File: src/flash_status_pkg.sv
// Purpose: Shared constants and types for the flash status reporting block
// Assumes: 50 MHz system clock, asynchronous active-low reset
// Notes: Status word bit positions and timing counts live here
package flash_status_pkg;

  localparam int unsigned CLK_MHZ = 50;
  localparam int unsigned ERASE_WINDOW_US = 96;
  localparam int unsigned PROT_POLL_US = 100;
  localparam int unsigned ERASE_WINDOW_CYC = ERASE_WINDOW_US * CLK_MHZ;
  localparam int unsigned PROT_POLL_CYC = PROT_POLL_US * CLK_MHZ;

  localparam int DATA_POLL_POS = 7;
  localparam int TOGGLE_A_POS = 6;
  localparam int ERROR_POS = 5;
  localparam int TIMEOUT_POS = 3;
  localparam int TOGGLE_B_POS = 2;

  localparam logic [7:0] READ_RESET_CODE = 8'hf0;
  localparam logic [15:0] STATUS_RESET = 16'h0000;

  typedef enum logic [2:0] {
    ST_IDLE = 3'b000,
    ST_ERASE_WAIT = 3'b001,
    ST_ERASE = 3'b010,
    ST_PROGRAM = 3'b011,
    ST_SUSPEND = 3'b100,
    ST_SUSP_PROG = 3'b101,
    ST_PROT_HOLD = 3'b110,
    ST_ERR_DONE = 3'b111
  } engine_state_t;

  // Events decoded by the neighbouring command interface, one-cycle pulses
  typedef struct packed {
    logic program_start;
    logic erase_confirm;
    logic chip_erase;
    logic all_protected;
    logic suspend;
    logic resume;
    logic read_reset;
  } cmd_event_t;

  // Completion reports from the array timing logic
  typedef struct packed {
    logic prog_done;
    logic erase_done;
    logic fail;
  } array_report_t;

endpackage

File: src/flash_cycle_timer.sv
// Purpose: Down counter for the erase window and the protected-block hold
// Assumes: Load and count are synchronous; load wins
// Notes: Expired is a one-cycle pulse when the count reaches zero
`timescale 1ns/1ps
module flash_cycle_timer
  import flash_status_pkg::*;
(
  input wire logic clk,
  input wire logic rst_n,
  input wire logic load,
  input wire logic [15:0] load_value,
  input wire logic run,
  output logic expired
);

  logic [15:0] count_q;
  logic [15:0] count_d;
  logic expired_d;

  assign expired_d = run && !load && (count_q == 16'h0001);
  assign count_d = load ? load_value :
                   (run && count_q != 16'h0000) ? count_q - 16'h0001 : count_q;

  always_ff @(posedge clk or negedge rst_n) begin
    if (!rst_n) begin
      count_q <= 16'h0000;
      expired <= 1'b0;
    end else begin
      count_q <= count_d;
      expired <= expired_d;
    end
  end

endmodule

File: src/flash_status_reporting.sv
// Purpose: Ready/busy line and status word for the flash erase/program engine
// Assumes: Command events come decoded; CPU reads are single-cycle strobes
// Notes: Read data is registered, valid one cycle after rd_en
`timescale 1ns/1ps
module flash_status_reporting
  import flash_status_pkg::*;
(
  input wire logic clk,
  input wire logic rst_n,
  input wire cmd_event_t cmd,
  input wire logic [17:0] cmd_addr,
  input wire logic [15:0] cmd_data,
  input wire logic [15:0] stored_data,
  input wire logic [17:0] block_base,
  input wire logic [17:0] block_mask,
  input wire array_report_t report,
  input wire logic rd_en,
  input wire logic [17:0] rd_addr,
  input wire logic [15:0] array_data,
  output logic [15:0] rd_data,
  output logic ready_busy_n,
  output logic busy_irq_pulse,
  output logic engine_active,
  output logic cmd_refused
);

  ////////////////////////////////////////////////////////////////////////////
  // State

  engine_state_t state_q;
  engine_state_t state_d;
  logic [15:0] prog_word_q;
  logic [17:0] prog_addr_q;
  logic [17:0] erase_base_q;
  logic [17:0] erase_mask_q;
  logic erase_done_bit_q;
  logic toggle_a_q;
  logic toggle_b_q;
  logic error_q;
  logic timeout_q;
  logic last_was_erase_q;
  logic [15:0] last_prog_q;
  logic window_exp;
  logic prot_exp;

  ////////////////////////////////////////////////////////////////////////////
  // Decode

  wire running = (state_q == ST_ERASE) || (state_q == ST_PROGRAM) ||
                 (state_q == ST_ERASE_WAIT) || (state_q == ST_SUSP_PROG);
  wire in_suspend = (state_q == ST_SUSPEND) || (state_q == ST_SUSP_PROG);
  wire in_erase_blk = ((rd_addr & erase_mask_q) == erase_base_q);
  wire at_prog_addr = (rd_addr == prog_addr_q);
  // Busy reads come back as status; idle, and suspend outside the erased block, read the array
  wire show_status = running || (state_q == ST_PROT_HOLD) ||
                     (state_q == ST_ERR_DONE && in_erase_blk) ||
                     (state_q == ST_SUSPEND && in_erase_blk);
  wire status_read = rd_en && show_status;
  wire erasing = (state_q == ST_ERASE);
  // New program only accepted when idle or from suspend; erase only when idle or in the erase window
  wire prog_ok = (state_q == ST_IDLE) || (state_q == ST_SUSPEND);
  wire erase_ok = (state_q == ST_IDLE) || (state_q == ST_ERASE_WAIT);
  wire prog_go = cmd.program_start && prog_ok;
  wire erase_go = (cmd.erase_confirm || cmd.chip_erase) && erase_ok;
  wire refused_d = (cmd.program_start && !prog_ok) ||
                   ((cmd.erase_confirm || cmd.chip_erase) && !erase_ok);
  wire zero_to_one = |(cmd_data & ~stored_data);
  wire fail_ev = (report.fail && running) || (prog_go && zero_to_one);

  ////////////////////////////////////////////////////////////////////////////
  // Engine sequence

  always_comb begin
    state_d = state_q;
    case (state_q)
      ST_IDLE: begin
        if (prog_go && zero_to_one) begin
          state_d = ST_ERR_DONE;
        end else if (prog_go) begin
          state_d = ST_PROGRAM;
        end else if (erase_go && cmd.all_protected) begin
          state_d = ST_PROT_HOLD;
        end else if (erase_go) begin
          state_d = ST_ERASE_WAIT;
        end
      end
      ST_ERASE_WAIT: begin
        if (cmd.suspend) begin
          state_d = ST_SUSPEND;
        end else if (window_exp) begin
          state_d = ST_ERASE;
        end
      end
      ST_ERASE: begin
        if (report.fail) begin
          state_d = ST_ERR_DONE;
        end else if (report.erase_done) begin
          state_d = ST_IDLE;
        end else if (cmd.suspend) begin
          state_d = ST_SUSPEND;
        end
      end
      ST_PROGRAM: begin
        if (report.fail) begin
          state_d = ST_ERR_DONE;
        end else if (report.prog_done) begin
          state_d = ST_IDLE;
        end
      end
      ST_SUSPEND: begin
        if (cmd.resume) begin
          state_d = ST_ERASE;
        end else if (prog_go) begin
          state_d = ST_SUSP_PROG;
        end
      end
      ST_SUSP_PROG: begin
        if (report.prog_done || report.fail) begin
          state_d = ST_SUSPEND;
        end
      end
      ST_PROT_HOLD: begin
        if (prot_exp) begin
          state_d = ST_IDLE;
        end
      end
      ST_ERR_DONE: begin
        state_d = ST_ERR_DONE;
      end
      default: begin
        state_d = ST_IDLE;
      end
    endcase
    // Read/reset aborts everything but suspend, which it leaves in place, and returns to idle
    if (cmd.read_reset) begin
      state_d = (state_q == ST_SUSPEND) ? ST_SUSPEND : ST_IDLE;
    end
  end

  flash_cycle_timer u_window (
    .clk(clk),
    .rst_n(rst_n),
    .load(erase_go),
    .load_value(erase_go && cmd.all_protected ? 16'(PROT_POLL_CYC) : 16'(ERASE_WINDOW_CYC)),
    .run((state_q == ST_ERASE_WAIT) || (state_q == ST_PROT_HOLD)),
    .expired(window_exp)
  );

  assign prot_exp = window_exp && (state_q == ST_PROT_HOLD);

  ////////////////////////////////////////////////////////////////////////////
  // Status word assembly

  logic [15:0] status_word;
  logic poll_bit;
  logic tog_a_bit;
  logic tog_b_bit;
  logic err_bit;

  always_comb begin
    poll_bit = 1'b0;
    case (state_q)
      ST_PROGRAM, ST_SUSP_PROG: poll_bit = ~prog_word_q[7];
      ST_ERASE, ST_ERASE_WAIT, ST_PROT_HOLD: poll_bit = 1'b0;
      ST_SUSPEND: poll_bit = 1'b1;
      ST_ERR_DONE: poll_bit = erase_done_bit_q;
      default: poll_bit = 1'b0;
    endcase
  end

  // Suspended-block reads give toggle A as 1
  assign tog_a_bit = (state_q == ST_SUSPEND && in_erase_blk) ? 1'b1 : toggle_a_q;
  assign tog_b_bit = (state_q == ST_SUSP_PROG && at_prog_addr) ? 1'b1 : toggle_b_q;
  // Success shows 0 while running; errors latch until read/reset
  assign err_bit = error_q;

  always_comb begin
    status_word = STATUS_RESET;
    status_word[DATA_POLL_POS] = poll_bit;
    status_word[TOGGLE_A_POS] = tog_a_bit;
    status_word[ERROR_POS] = err_bit;
    status_word[TIMEOUT_POS] = timeout_q;
    status_word[TOGGLE_B_POS] = tog_b_bit;
  end

  // After a good finish the array holds the last word, or ffff after erase
  wire [15:0] read_value = show_status ? status_word : array_data;

  ////////////////////////////////////////////////////////////////////////////
  // Flag updates

  wire tog_a_flip = (status_read && (running || state_q == ST_PROT_HOLD)) ||
                    (cmd.suspend && erasing) || (cmd.resume && in_suspend);
  wire tog_b_flip = (status_read && (erasing || state_q == ST_ERASE_WAIT)) ||
                    (status_read && state_q == ST_SUSPEND && in_erase_blk) ||
                    (prog_go && in_suspend && ((cmd_addr & erase_mask_q) == erase_base_q)) ||
                    (status_read && state_q == ST_ERR_DONE && in_erase_blk);

  always_ff @(posedge clk or negedge rst_n) begin
    if (!rst_n) begin
      state_q <= ST_IDLE;
      prog_word_q <= 16'h0000;
      prog_addr_q <= 18'h00000;
      erase_base_q <= 18'h00000;
      erase_mask_q <= 18'h3ffff;
      erase_done_bit_q <= 1'b0;
      last_was_erase_q <= 1'b0;
      last_prog_q <= 16'h0000;
    end else begin
      state_q <= state_d;
      if (prog_go) begin
        prog_word_q <= cmd_data;
        prog_addr_q <= cmd_addr;
        last_was_erase_q <= 1'b0;
      end
      if (erase_go && state_q == ST_IDLE) begin
        erase_base_q <= cmd.chip_erase ? 18'h00000 : block_base;
        erase_mask_q <= cmd.chip_erase ? 18'h00000 : block_mask;
        last_was_erase_q <= 1'b1;
      end
      if (report.prog_done) begin
        last_prog_q <= prog_word_q;
      end
      if (state_q == ST_PROGRAM || state_q == ST_SUSP_PROG) begin
        erase_done_bit_q <= ~prog_word_q[7];
      end else if (state_q == ST_ERASE) begin
        erase_done_bit_q <= report.erase_done;
      end
    end
  end

  always_ff @(posedge clk or negedge rst_n) begin
    if (!rst_n) begin
      toggle_a_q <= 1'b0;
      toggle_b_q <= 1'b0;
      error_q <= 1'b0;
      timeout_q <= 1'b1;
    end else begin
      toggle_a_q <= toggle_a_q ^ tog_a_flip;
      toggle_b_q <= toggle_b_q ^ tog_b_flip;
      // Failure beats a simultaneous read/reset so no event is lost
      if (fail_ev) begin
        error_q <= 1'b1;
      end else if (cmd.read_reset) begin
        error_q <= 1'b0;
      end
      if (erase_go && !cmd.all_protected) begin
        timeout_q <= 1'b0;
      end else if (window_exp || cmd.suspend) begin
        timeout_q <= 1'b1;
      end
    end
  end

  ////////////////////////////////////////////////////////////////////////////
  // Outputs

  // Busy excludes suspend so a program into another block can be issued
  wire busy_d = running || (state_q == ST_PROT_HOLD);

  always_ff @(posedge clk or negedge rst_n) begin
    if (!rst_n) begin
      rd_data <= 16'h0000;
      ready_busy_n <= 1'b0;
      busy_irq_pulse <= 1'b0;
      engine_active <= 1'b0;
      cmd_refused <= 1'b0;
    end else begin
      rd_data <= rd_en ? read_value : rd_data;
      ready_busy_n <= busy_d;
      busy_irq_pulse <= ready_busy_n && !busy_d;
      engine_active <= show_status;
      cmd_refused <= refused_d;
    end
  end

endmodule

File: config.mk
export PLATFORM = sky130hd
export DESIGN_NAME = flash_status_reporting
export DESIGN_NICKNAME = d
export VERILOG_FILES = /design/src/flash_status_pkg.sv /design/src/flash_cycle_timer.sv /design/src/flash_status_reporting.sv
export SDC_FILE = /design/constraint.sdc
export NUM_CORES = 1
export LEC_CHECK = 0
export ABC_AREA = 1
export BUFFER_PORTS_ARGS = -buffer_cell sky130_fd_sc_hd__buf_2
export CORE_UTILIZATION = 53
export CTS_CLUSTER_SIZE = 30
export DETAILED_ROUTE_END_ITERATION = 6
export PLACE_DENSITY = 0.8
export SETUP_SLACK_MARGIN = 0.15
export SYNTH_ARGS = -nofsm -noshare
export SYNTH_HDL_FRONTEND = slang
export SYNTH_SLANG_ARGS = --single-unit
File: constraint.sdc
create_clock -name clk -period 2 [get_ports clk]
set_input_delay 0.2 -clock clk [delete_from_list [all_inputs] [get_ports clk]]
set_output_delay 0.2 -clock clk [all_outputs]
set_load 0.02 [all_outputs]
* Word level (Yosys, flattened, before mapping) *
Cells that the tools add are included.

storage, ports and cells
  output and inout bits = 20
  bits in writable memories = 0
  memory bits (read-only) = 0
  memories kept = 0
  flip-flop bits (word level) = 107
  input bits = 133
  word-level logic and storage cells = 140
  bits in latches = 0

operators by class
  mux-type cells = 33
  div/mod/pow operators = 0
  reduce and logical (&&, ||, !) cells = 64
  equal/unequal tests = 18
  add/sub/neg operators = 1
  bitwise gates (word level) = 7
  shift operators = 0
  magnitude comparators = 0
  multiply operators = 0

operators by type and width
  cell                     number
  $eq A18 B18 Y1           3
  $mux W3                  17
  $mux W16                 3
  $and A18 B18 Y18         2
  $mux W18                 2
  $logic_and A1 B1 Y1      28
  $pmux W3 S8              1
  $logic_or A1 B1 Y1       22
  $and A16 B16 Y16         1
  $eq A16 B1 Y1 const B    1
  $not A16 Y16             1
  $reduce_bool A16 Y1      1
  $reduce_or A16 Y1        1
  $sub A16 B1 Y16 const B  1
  $eq A3 B3 Y1 const B     4
  $mux W9                  1
  $mux W1                  8
  $ne A4 B4 Y1 const B     2
  $reduce_bool A2 Y1       4
  $reduce_and A7 Y1        1
  $eq A3 B2 Y1 const B     2
  $ne A3 B3 Y1 const B     2
  $ne A6 B6 Y1 const B     1
  $logic_not A1 Y1         5
  8 further kinds          9

* Depth between registers and ports, before layout *
Gate-level depths: netlist of run 1.

  word-level depth = 14
  mapped depth = 12
  gate-level depth less buffers = 12

* Modules after synthesis *
A second synthesis of run 1 with hierarchy kept.

unflattened totals
  cells, all modules = 796
  area, all modules = 6,034.5 µm²

modules (own cells, without submodules)
  module                  instances  seq. area each (µm²)  cells each  area each (µm²)
  flash_status_reporting  1          2,100.8               605         4,760.8
  flash_cycle_timer       1          425.4                 191         1,273.7

* Least setup slack after synthesis of run 1 *
OpenSTA, ideal clock, no wires.

  path type = register to register
  start point = reg erase_mask_q[0]
  end point = reg rd_data[10]
  path slack = 0.371 ns
  data arrival time = 1.513 ns
  cell stages (with the launch flop) = 13
  setup time = 0.116 ns
  required time = 1.884 ns
  clock period less this slack = 1.629 ns
  path buffers = 1
  cells stage by stage = dfstp_2 -> nand2_1 -> nand2_1 -> nand2_1 -> nor2_1 -> nand2_1 -> nor2_2 -> nand4_2 -> nand2_1 -> nor2_1 -> buf_6 -> nand2_1 -> nand2_1

between the ends
  longest elaborated chain between the ends = 6
  elaborated cells on any way between the ends = 7
  those cells by class = 1 x eq/ne; 1 x mux; 1 x bitwise; 4 x reduce/logical

ends and longest elaborated chain
  element                 line                           text
  start, declared         flash_status_reporting.sv:35   logic [17:0] erase_mask_q;
  start signal, assigned  flash_status_reporting.sv:218  erase_mask_q <= cmd.chip_erase ? 18'h00000 : block_mask;
  $and A18 B18 Y18 (*)    flash_status_reporting.sv:52   wire in_erase_blk = ((rd_addr & erase_mask_q) == erase_base_q);
  $eq A18 B18 Y1 (*)      flash_status_reporting.sv:52
  $logic_and A1 B1 Y1     flash_status_reporting.sv:56   (state_q == ST_ERR_DONE && in_erase_blk) ||
  $logic_or A1 B1 Y1      flash_status_reporting.sv:55   wire show_status = running || (state_q == ST_PROT_HOLD) ||
  $logic_or A1 B1 Y1 (*)  flash_status_reporting.sv:56
  $mux W16 (*)            flash_status_reporting.sv:187  wire [15:0] read_value = show_status ? status_word : array_data;
  end signal, assigned    flash_status_reporting.sv:269  rd_data <= rd_en ? read_value : rd_data;
  end, declared           flash_status_reporting.sv:20   output logic [15:0] rd_data,

Every way passes the cells marked *; elsewhere a longest branch is shown, timed or not.
A chain may end at the register's enable or synchronous reset.

* Final worst setup path of run 1 *
  start point = reg u_window.count_q[11]
  end point = reg u_window.count_q[11]

between the ends
  longest elaborated chain between the ends = 3
  elaborated cells on any way between the ends = 6
  those cells by class = 1 x add/sub; 2 x mux; 3 x reduce/logical

ends and longest elaborated chain
  element                                                 line                     text
  start, declared                                         flash_cycle_timer.sv:16  logic [15:0] count_q;
  start signal, assigned                                  flash_cycle_timer.sv:29  count_q <= count_d;
  $sub A16 B1 Y16 or $reduce_bool A16 Y1 (tied branches)  flash_cycle_timer.sv:22  (run && count_q != 16'h0000) ? count_q - 16'h0001 : count_q;
  $mux W16 or $logic_and A1 B1 Y1 (tied branches)         flash_cycle_timer.sv:22
  $mux W16 or $reduce_bool A2 Y1 (tied branches)          -

Parallel ways exist; a longest one is shown, timed or not. The select of a mux whose other input is x is not followed.

==> results.yml, run 1 <==
synthesis:
  synth_area_mm2: 0.00568
  yosys_warnings: 0
  synth_xor_area_share_pct: 6.17
  yosys.area_share.simple_pct: 32.2
  synth_area_leaders: "dfrtp_1, nand2_1, dfstp_2, nand3_1, inv_1"
  synth_top_area_cell: "dfrtp_1"
  synthAdderAreaFrac_pct: 0.441
  synth_compound_area_share_pct: 8.79
  synth.top_cell.area_share_pct: 35.7
  synthMuxAreaShare_pct: 0
  synthCells: 760
  synth-seq-area-share_pct: 44.5
  synth_cell_type_count: 40
  synth_flop_cell: "dfrtp_1"
  synthArstFlopShare_pct: 100
  ys_seq_elements: 100
  synth_top_family_by_area: "simple AND/OR/NAND/NOR gates"
  syn_nets: 895
  syn_avg_cell_area_um2: 7.47
  synth_edf_count: 0
status:
  status: "complete, no violations"
critical_path:
  cp_cell_sequence: "nor2_4, nand2_2, nor4_4, a21oi_4, nor2_4, inv_4, nand2_2, nand2_2, a21oi_2"
  worstPathArrival_ns: 2.09
  required_ns: 2.31
  slowest_delay_ns: 0.46
  crit_path_start_kind: "flip-flop"
  crit_buf_inv: 1
  worst-setup-path-type: "reg -> reg"
  cp_common_cell: "nand2_2"
  path_max_fanout: 7
  worst_setup_path_end_kind: "flip-flop"
  cp_slowest_cell: "dfrtp_2"
  cpLargestDelayFamily: "simple AND/OR/NAND/NOR gates"
floorplan:
  die-width_um: 105
  row_count: 37
  dieArea_mm2: 0.0111
  start_util_pct: 54.7
  io_pins: 153
  die_h_um: 105
  core-area_mm2: 0.0104
drt:
  vias: 5511
  ant_nets: 0
  drc: 0
  drt_iter0_drc: 305
  viasPerCell: 5.14
  drt_wl_total_um: 14700
  drt_first_pass_iters: 5
  wl_per_cell_um: 13.7
flow_run:
  cap_violations: 0
timing:
  fin_skew_ns: 0.0154
  fin_crit_sh_pct: 89.1
  hold_violations: 0
  period_minus_slack_ns: 1.78
  fin_ws_ns: 0.218
  rsz0062_at_grt: "true"
  slew_headroom_pct: 34.1
  tightestPinTransition_ns: 0.983
  timing.fmax_mhz: 561
  drv_slew: 0
  fin_tns_setup_ns: 0
  setup_violations: 0
clocking:
  worstSkewPairLatency_ns: 0.37
  cts-root-buf: "clkbuf_8"
  cts_tree: "done"
  cts_buffers: 9
  cts_htree_levels: 3
  cts.clk_slew.worst_paths_ns: 0.11
  clockBufferDepth: 2
  clock-sinks: 100
cells_and_area:
  final_common_cell: "nand2_1"
  drive_gt1_share_pct: 27.9
  fillCellCount: 912
  n_antenna_cell: 0
  final_cell_mix: "nand2_1, buf_2, inv_1"
  layout.nets: 1067
  syn2layout_area_growth_pct: 24.6
grt:
  grt_max_degree: 55
  first_global_vias: 5319
  grt_pass1_wl_um: 24100
  antenna_found_initial: 0
  grtUsageTotal_pct: 27.2
  grt.overflow.total: 0
placement:
  globalplace.congestion: 0.916
  dp_hpwl_um: 11000
  place_ws_ns: 0.0256
  numPortBuffers: 152
power:
  leakage_nw: 3.68
  powerDensity_mw_per_mm2: 1270
  ir_worst_vdd_mv: 0.695
worst_hold_path:
  hold_class: "in -> reg"
cells in the mapped netlist, drive strengths merged (3+ instances only):
master / count
dfstp: 19
nand2: 249
o22ai: 7
nor3: 13
nand4: 14
nand3b: 3
nor2: 51
clkbuf: 12
xor2: 27
o211ai: 3
nor4: 5
inv: 93
dfrtp: 81
xnor2: 13
buf: 8
nand3: 77
or2: 4
o21ai: 52
a21oi: 14
power by group:
part           switching (mW)  internal (mW)  total, mW
logic                    2.69           1.60       4.29
registers               0.545           2.88       3.43
clock network           0.805          0.488       1.29
sequential cells by signal (all words and copies together) (netlist names), 3 cells and up:
register / cells
prog_addr_q: 18
rd_data: 16
erase_base_q: 18
state_q: 3
erase_mask_q: 18
u_window.count_q: 16
worst min-delay path: cells and delay by family:
| kind | cells | cell delay [ns] |
|---|---|---|
| buffers and inverters | 1 | 0.08 |
| and+or+nand+nor | 2 | 0.08 |
final timing paths:
path	slack (ns)	from	endpoint	depth (start not counted)
min in group asynchronous	0.30	rst_n	erase_base_q[2]	2
max reg2reg	0.22	u_window.count_q[11]	u_window.count_q[11]	9
max in group asynchronous	1.02	rst_n	timeout_q	3
min	0.01	array_data[15]	rd_data[15]	3
max	0.22	u_window.count_q[11]	u_window.count_q[11]	9
min reg2reg	0.49	rd_data[0]	rd_data[0]	2
kinds of logic after synthesis:
family	count (synthesis)
AO/OA/AOI/OAI	87
XOR/XNOR	40
adder cells (fa/ha/maj)	2
buffers and inverters	114
flip-flops	100
AND/OR/NAND/NOR	417
stage by stage:
stage	area, um^2	hold WS [ns]	power (mW)	cells	utilization (%)
after detailed placement	6680	0.183	7.40	1045	64.4
after global routing	7070	0.00431	9.72	1073	68.2
final	7070	0.0121	9.01	1073	68.2
after CTS	6900	0.000924	8.72	1063	66.5
after floorplan	5680	-0.0956	6.14	760	-
after global placement	6680	0.181	7.31	1045	64.4
metal layers:
metal  global-route usage, %  part of all wire [%]  up-vias
li1                        -                     -     2775
met1                    35.4                    44     2535
met2                    46.5                    48      175
met3                    4.27                   5.5       26
met4                    9.03                   2.1        0
met5                       0                     0        -
area by class of cell:
cell class | count | area (um^2) | area share [%]
Clock buffer | 9 | 124 | 1.75
Timing Repair Buffer | 180 | 1010 | 14.3
Tap cell | 136 | 170 | 2.41
Clock inverter | 7 | 72.6 | 1.03
Inverter | 94 | 355 | 5.02
Multi-Input combinational cell | 547 | 2810 | 39.7
Sequential cell | 100 | 2530 | 35.8
what timing repair did:
item	4_1_cts	5_1_grt
pin swaps	0	8
buffers inserted	0	9
setup endpoints to repair	11	33
hold buffers	2	0
endpoints found under the hold margin	24	0
resized for setup	1	30
cloned	0	1
No activity file was read; power rests on OpenSTA's default activity.
==> run 2: changes to the inputs <==
Settings changed: GPL_TIMING_DRIVEN set to 0.
Clock period 2 ns to 1.9 ns, I/O delays scaled along.
==> run 2 against run 1 <==
- combinational power up 14%
- largest cell class unchanged
- sequential share of layout area down 0.85 points
- clock skew down 0.00078 ns
- non-clock buffer count up 16
- clock power up 5%
- cell count up 1.6%
- largest power group unchanged
- global-route usage up 1.4 points
- sequential power up 4%
- first-iteration DRC count down 6.9%
- critical path depth up 3
==> results.yml, run 2 (synthesis results as in run 1) <==
floorplan:
  row_count: 37
  die_h_um: 105
  io_pins: 153
  core-area_mm2: 0.0104
  dieArea_mm2: 0.0111
  die-width_um: 105
  start_util_pct: 54.7
timing:
  timing.fmax_mhz: 554
  tightestPinTransition_ns: 0.632
  fin_ws_ns: 0.0938
  fin_skew_ns: 0.0146
  period_minus_slack_ns: 1.81
  setup_violations: 0
  slew_headroom_pct: 57.8
  rsz0062_at_grt: "true"
  hold_violations: 0
  drv_slew: 0
  fin_crit_sh_pct: 95.1
clocking:
  worstSkewPairLatency_ns: 0.37
  clock-sinks: 100
  cts_htree_levels: 3
  clockBufferDepth: 2
  cts_tree: "done"
  cts.clk_slew.worst_paths_ns: 0.10
  cts-root-buf: "clkbuf_8"
  cts_buffers: 9
critical_path:
  required_ns: 2.16
  crit_start: "erase_mask_q[2]"
  worstPathArrival_ns: 2.07
  worst_setup_path_end_kind: "flip-flop"
  r2r-start: "erase_mask_q[2]"
  worst-setup-path-type: "reg -> reg"
  path_max_fanout: 6
  crit_path_start_kind: "flip-flop"
cells_and_area:
  syn2layout_area_growth_pct: 27.6
  fillCellCount: 893
  layout.nets: 1082
  final_util_pct: 69.9
  drive_gt1_share_pct: 31.4
  final_cell_mix: "nand2_1, buf_2, inv_1"
  final_common_cell: "nand2_1"
  reg.largest.list: "erase_base_q: 18 flops, erase_mask_q: 18 flops, prog_addr_q: 18 flops"
drt:
  ant_nets: 0
  drt_wl_total_um: 15700
  drc: 0
  vias: 5654
  drt_iter0_drc: 284
  drt_first_pass_iters: 5
  viasPerCell: 5.19
  wl_per_cell_um: 14.4
power:
  p_comb_share_pct: 49.7
  leakage_nw: 3.74
  p_clk_share_pct: 13.9
  swShare_pct: 44.0
  powerDensity_mw_per_mm2: 1360
  ir_worst_vdd_mv: 0.676
  net-switching-power_mw: 4.33
  intPower_mw: 5.51
  p_seq_share_pct: 36.4
grt:
  grt_busiest_layer: "met2"
  antenna_found_initial: 2
  grt_use_met2_pct: 48.3
  grt_max_degree: 54
  gr-usage-met1_pct: 36.9
  grt.overflow.total: 0
  first_global_vias: 5410
  grt_pass1_wl_um: 24900
  grtUsageTotal_pct: 28.6
  grt_use_met3_pct: 6.37
placement:
  globalplace.congestion: 0.886
  place_ws_ns: -0.168
  numPortBuffers: 151
  dp_hpwl_um: 11400
flow_run:
  cap_violations: 0
worst_hold_path:
  hp-start: "block_mask[1]"
  hold_class: "in -> reg"
status:
  status: "complete, no violations"
run 2: changes by cell type in the layout (fill, tap and decap cells not counted), sizes merged:
cell         delta
diode           +2
inv             -3
buf             +3
a21oi           -1
clkinv          -3
clkbuf         +19
bufinv          +1
dlygate4sd3     -1
run 2: worst paths after layout:
check	depth (start not counted)	slack [ns]	endpoint
setup / recovery	12	0.09	rd_data[4]
hold / removal	3	0.02	erase_mask_q[1]
setup reg to reg	12	0.09	rd_data[4]
hold reg to reg	2	0.48	rd_data[14]
max in group asynchronous	3	0.81	erase_mask_q[10]
min in group asynchronous	2	0.36	prog_addr_q[1]
run 2: worst max-delay path, stage by stage (launching register included):
cell	delay, ns
dfstp_2	0.54
nand2_1	0.05
nand2_1	0.05
nand2_1	0.06
nor2_2	0.11
nand2_1	0.10
nor2_4	0.19
nand4_4	0.18
nand2_4	0.13
nor2_4	0.05
buf_6	0.13
nand2_2	0.05
nand2_1	0.04
run 2: power groups by stage:
stage                     clock, mW  combinational [mW]  sequential, mW
after global placement            0                4.04            3.56
after global routing           1.47                5.41            3.68
after CTS                      1.39                4.53            3.55
after detailed placement          0                4.14            3.59
after floorplan                   0                2.75            3.71
final                          1.36                4.89            3.58
run 2: through the flow:
step	setup TNS, ns	cells	power [mW]	hold slack [ns]	instance area, um^2
after detailed placement	-1.93	1048	7.73	0.253	6630
after global routing	-0.692	1089	10.6	0.00619	7240
after CTS	0	1078	9.46	0.00894	7040
after global placement	-35.46	1047	7.61	0.385	6600
final	0	1090	9.84	0.0203	7250
after floorplan	0	760	6.46	-0.106	5680
run 2: final cells by class:
| class | instances | area [um^2] | share of cell area [%] |
|---|---|---|---|
| buffer | 20 | 101 | 1.40 |
| tap | 136 | 170 | 2.35 |
| multi-input combinational | 546 | 2910 | 40.2 |
| clock inverter | 2 | 35.0 | 0.484 |
| timing repair buffer | 176 | 980 | 13.5 |
| sequential | 100 | 2530 | 34.9 |
| antenna | 2 | 5.00 | 0.0691 |
| inverter | 94 | 360 | 4.97 |
| clock buffer | 14 | 153 | 2.11 |
run 2: timing repair:
item,4_1_cts,5_1_grt
pin swaps,12,11
cloned,1,0
setup buffers,12,10
endpoints found under the hold margin,39,0
setup endpoints to repair,35,70
gates resized for setup,33,52
hold buffers,1,0
run 2: routing by layer:
layer,part of all wire (%),wire length (um),vias up
met5,0,0,-
met4,1.6,244,0
met3,7.5,1180,20
met2,49,7650,213
met1,42,6590,2612
li1,-,-,2809
==> run 3: changes to the inputs <==
Settings changed: ABC_AREA 1 to unset, PLACE_DENSITY 0.8 to 0.81.
==> run 3 against run 2 <==
- the run now ends with setup timing left
- clock power barely moved
- utilization rose by 5.3 points
- cell count is 16% lower
- die area is 3.0% lower
- sequential share of layout area decreased by 1.0 points
- critical path depth fell by 4
- clock-buffer cell count down 4
- critical endpoint is now u_window.count_q[11]
- hold slack gained 0.00086 ns
- highest routed layer unchanged
- register-to-register slack worse by 0.60 ns
- combinational power increased by 16%
==> results.yml, run 3 <==
critical_path:
  path_max_fanout: 5
  r2r-start: "u_window.count_q[5]"
  worst-setup-path-type: "reg -> reg"
  crit_start: "u_window.count_q[5]"
  worst_setup_path_end_kind: "flip-flop"
  cpLargestDelayFamily: "simple AND/OR/NAND/NOR gates"
  slowest_delay_ns: 0.54
  worstPathArrival_ns: 2.64
  required_ns: 2.13
  cp_cell_sequence: "or4_4, or4_4, buf_6, o311ai_4, buf_6, nor3_2, xnor2_1, nor2_1"
  cp_slowest_cell: "or4_4"
  crit_path_start_kind: "flip-flop"
  crit_buf_inv: 2
clocking:
  clockBufferDepth: 2
  cts_htree_levels: 3
  worstSkewPairLatency_ns: 0.37
  cts-root-buf: "clkbuf_8"
  cts_tree: "done"
  cts_buffers: 9
  clock-sinks: 100
  cts.clk_slew.worst_paths_ns: 0.10
synthesis:
  synthArstFlopShare_pct: 100
  synthCells: 573
  synth_area_leaders: "dfrtp_1, dfstp_2, nand2_1, nand3b_1, mux2_2"
  netlist_top_cells_count: "nand2_1, dfrtp_1, nand3b_1, nor2_1"
  synth_cell_type_count: 57
  syn_avg_cell_area_um2: 9.60
  yosysMostFrequentCell: "nand2_1"
  ys_seq_elements: 100
  synth_flop_cell: "dfrtp_1"
  syn_nets: 708
  synth_area_mm2: 0.00550
  synth_edf_count: 0
  yosys_warnings: 0
  synth_top_area_cell: "dfrtp_1"
  synth-seq-area-share_pct: 45.9
  synth.top_cell.area_share_pct: 36.9
timing:
  setup_violations: 36
  fin_skew_ns: 0.0135
  tightestPinTransition_ns: 0.559
  drv_slew: 0
  fin_crit_sh_pct: 127
  timing.fmax_mhz: 416
  fin_ws_ns: -0.506
  hold_slack_ns: 0.0212
  rsz0062_at_grt: "true"
  period_minus_slack_ns: 2.41
  slew_headroom_pct: 62.7
  hold_violations: 0
drt:
  drt_wl_total_um: 16100
  vias: 5276
  drc: 0
  viasPerCell: 5.75
  wl_per_cell_um: 17.6
  ant_nets: 0
  drt_iter0_drc: 278
  drt_first_pass_iters: 4
power:
  ir_worst_vdd_mv: 0.803
  leakage_nw: 3.54
  p_seq_share_pct: 35.6
  p_clk_share_pct: 12.4
  powerDensity_mw_per_mm2: 1470
  swShare_pct: 40.9
  p_comb_share_pct: 52.0
  intPower_mw: 6.46
  net-switching-power_mw: 4.48
floorplan:
  row_count: 36
  die_h_um: 104
  dieArea_mm2: 0.0108
  core-area_mm2: 0.00991
  die-width_um: 104
  io_pins: 153
  start_util_pct: 55.5
cells_and_area:
  drive_gt1_share_pct: 39.9
  layout.nets: 914
  syn2layout_area_growth_pct: 35.4
  reg.largest.list: "erase_base_q: 18 flops, erase_mask_q: 18 flops, prog_addr_q: 18 flops"
  final_common_cell: "buf_2"
  fin_area_mm2: 0.00745
  n_antenna_cell: 0
  final_cell_mix: "buf_2, nand2_1, dfrtp_1"
status:
  status: "finished with violations"
  violations: "setup timing"
flow_run:
  cap_violations: 0
worst_hold_path:
  hold_class: "in -> reg"
  hp-start: "block_mask[14]"
grt:
  first_global_vias: 5061
  antenna_found_initial: 0
  grt_pass1_wl_um: 24700
  grt_max_degree: 67
  grtUsageTotal_pct: 28.8
  grt.overflow.total: 0
placement:
  placed_area_mm2: 0.00651
  dp_hpwl_um: 11000
  globalplace.congestion: 0.930
  numPortBuffers: 152
## run 3: cell count changes after synthesis, sizes merged, moves of 12 or more
cell    change
nor2b      +12
xnor2      +12
nor2       -22
nand3b     +34
mux2       +20
nand2     -146
inv        -81
nand3      -67
o21ai      -41
## run 3: path summary, 6_finish.rpt
kind | to | slack [ns] | cells after the start
setup / recovery | u_window.count_q[11] | -0.51 | 8
hold / removal | erase_mask_q[14] | 0.02 | 3
setup reg to reg | u_window.count_q[11] | -0.51 | 8
hold reg to reg | erase_mask_q[16] | 0.47 | 2
max in group asynchronous | erase_mask_q[13] | 0.86 | 3
min in group asynchronous | erase_base_q[10] | 0.32 | 2
## run 3: cell families after synthesis
| group | share of synthesized area, % |
|---|---|
| buf+inv | 2.73 |
| xor+xnor | 7.96 |
| simple gates | 25.4 |
| mux | 4.09 |
| fa+ha+maj | 0.455 |
| flops | 45.9 |
| compound gates | 13.4 |
## run 3: tightest hold or removal path, cell delays in order
cell and delay, ns:
buf_2 0.09, nand3b_1 0.06, nand2_1 0.05
## run 3: metrics by stage
step	instances	total power [mW]	setup WS [ns]	utilization [%]	setup TNS [ns]
2_1_floorplan	573	6.77	-0.421	-	-5.50
3_3_place_gp	858	7.90	-0.604	65.4	-64.48
3_5_place_dp	859	8.10	-0.665	65.7	-35.93
4_1_cts	900	10.1	-0.503	71.7	-10.14
5_1_grt	917	11.6	-0.599	75.2	-14.52
6_report	917	10.9	-0.506	75.2	-11.78
## run 3: repair_timing
action,4_1_cts,5_1_grt
cloned,1,2
endpoints found under the setup margin,93,93
hold buffers,1,0
hold endpoints to repair,28,0
setup buffers,23,15
gates resized for setup,55,63
pin swaps,21,26
## run 3: routing by layer
metal | GRT usage, % | vias up | part of all wire (%)
li1 | - | 2436 | -
met1 | 36.1 | 2556 | 39
met2 | 50.5 | 238 | 51
met3 | 5.14 | 46 | 6.9
met4 | 9.39 | 0 | 3.3
met5 | 0 | - | 0
## run 3: cell type report
cell class | count | area (um^2)
Fill cell | 689 | 2460
Clock inverter | 6 | 63.8
Buffer | 25 | 223
Clock buffer | 10 | 128
Inverter | 13 | 52.6
Timing Repair Buffer | 195 | 1200
Multi-Input combinational cell | 435 | 3090
Sequential cell | 100 | 2530
Tap cell | 133 | 166
## run 3: power by group through the flow
| stage | combinational [mW] | clock, mW | sequential [mW] |
|---|---|---|---|
| final | 5.69 | 1.36 | 3.89 |
| after global routing | 6.10 | 1.45 | 4.01 |
| after floorplan | 2.84 | 0 | 3.92 |
| after global placement | 4.06 | 0 | 3.84 |
| after detailed placement | 4.19 | 0 | 3.91 |
| after CTS | 4.89 | 1.38 | 3.86 |
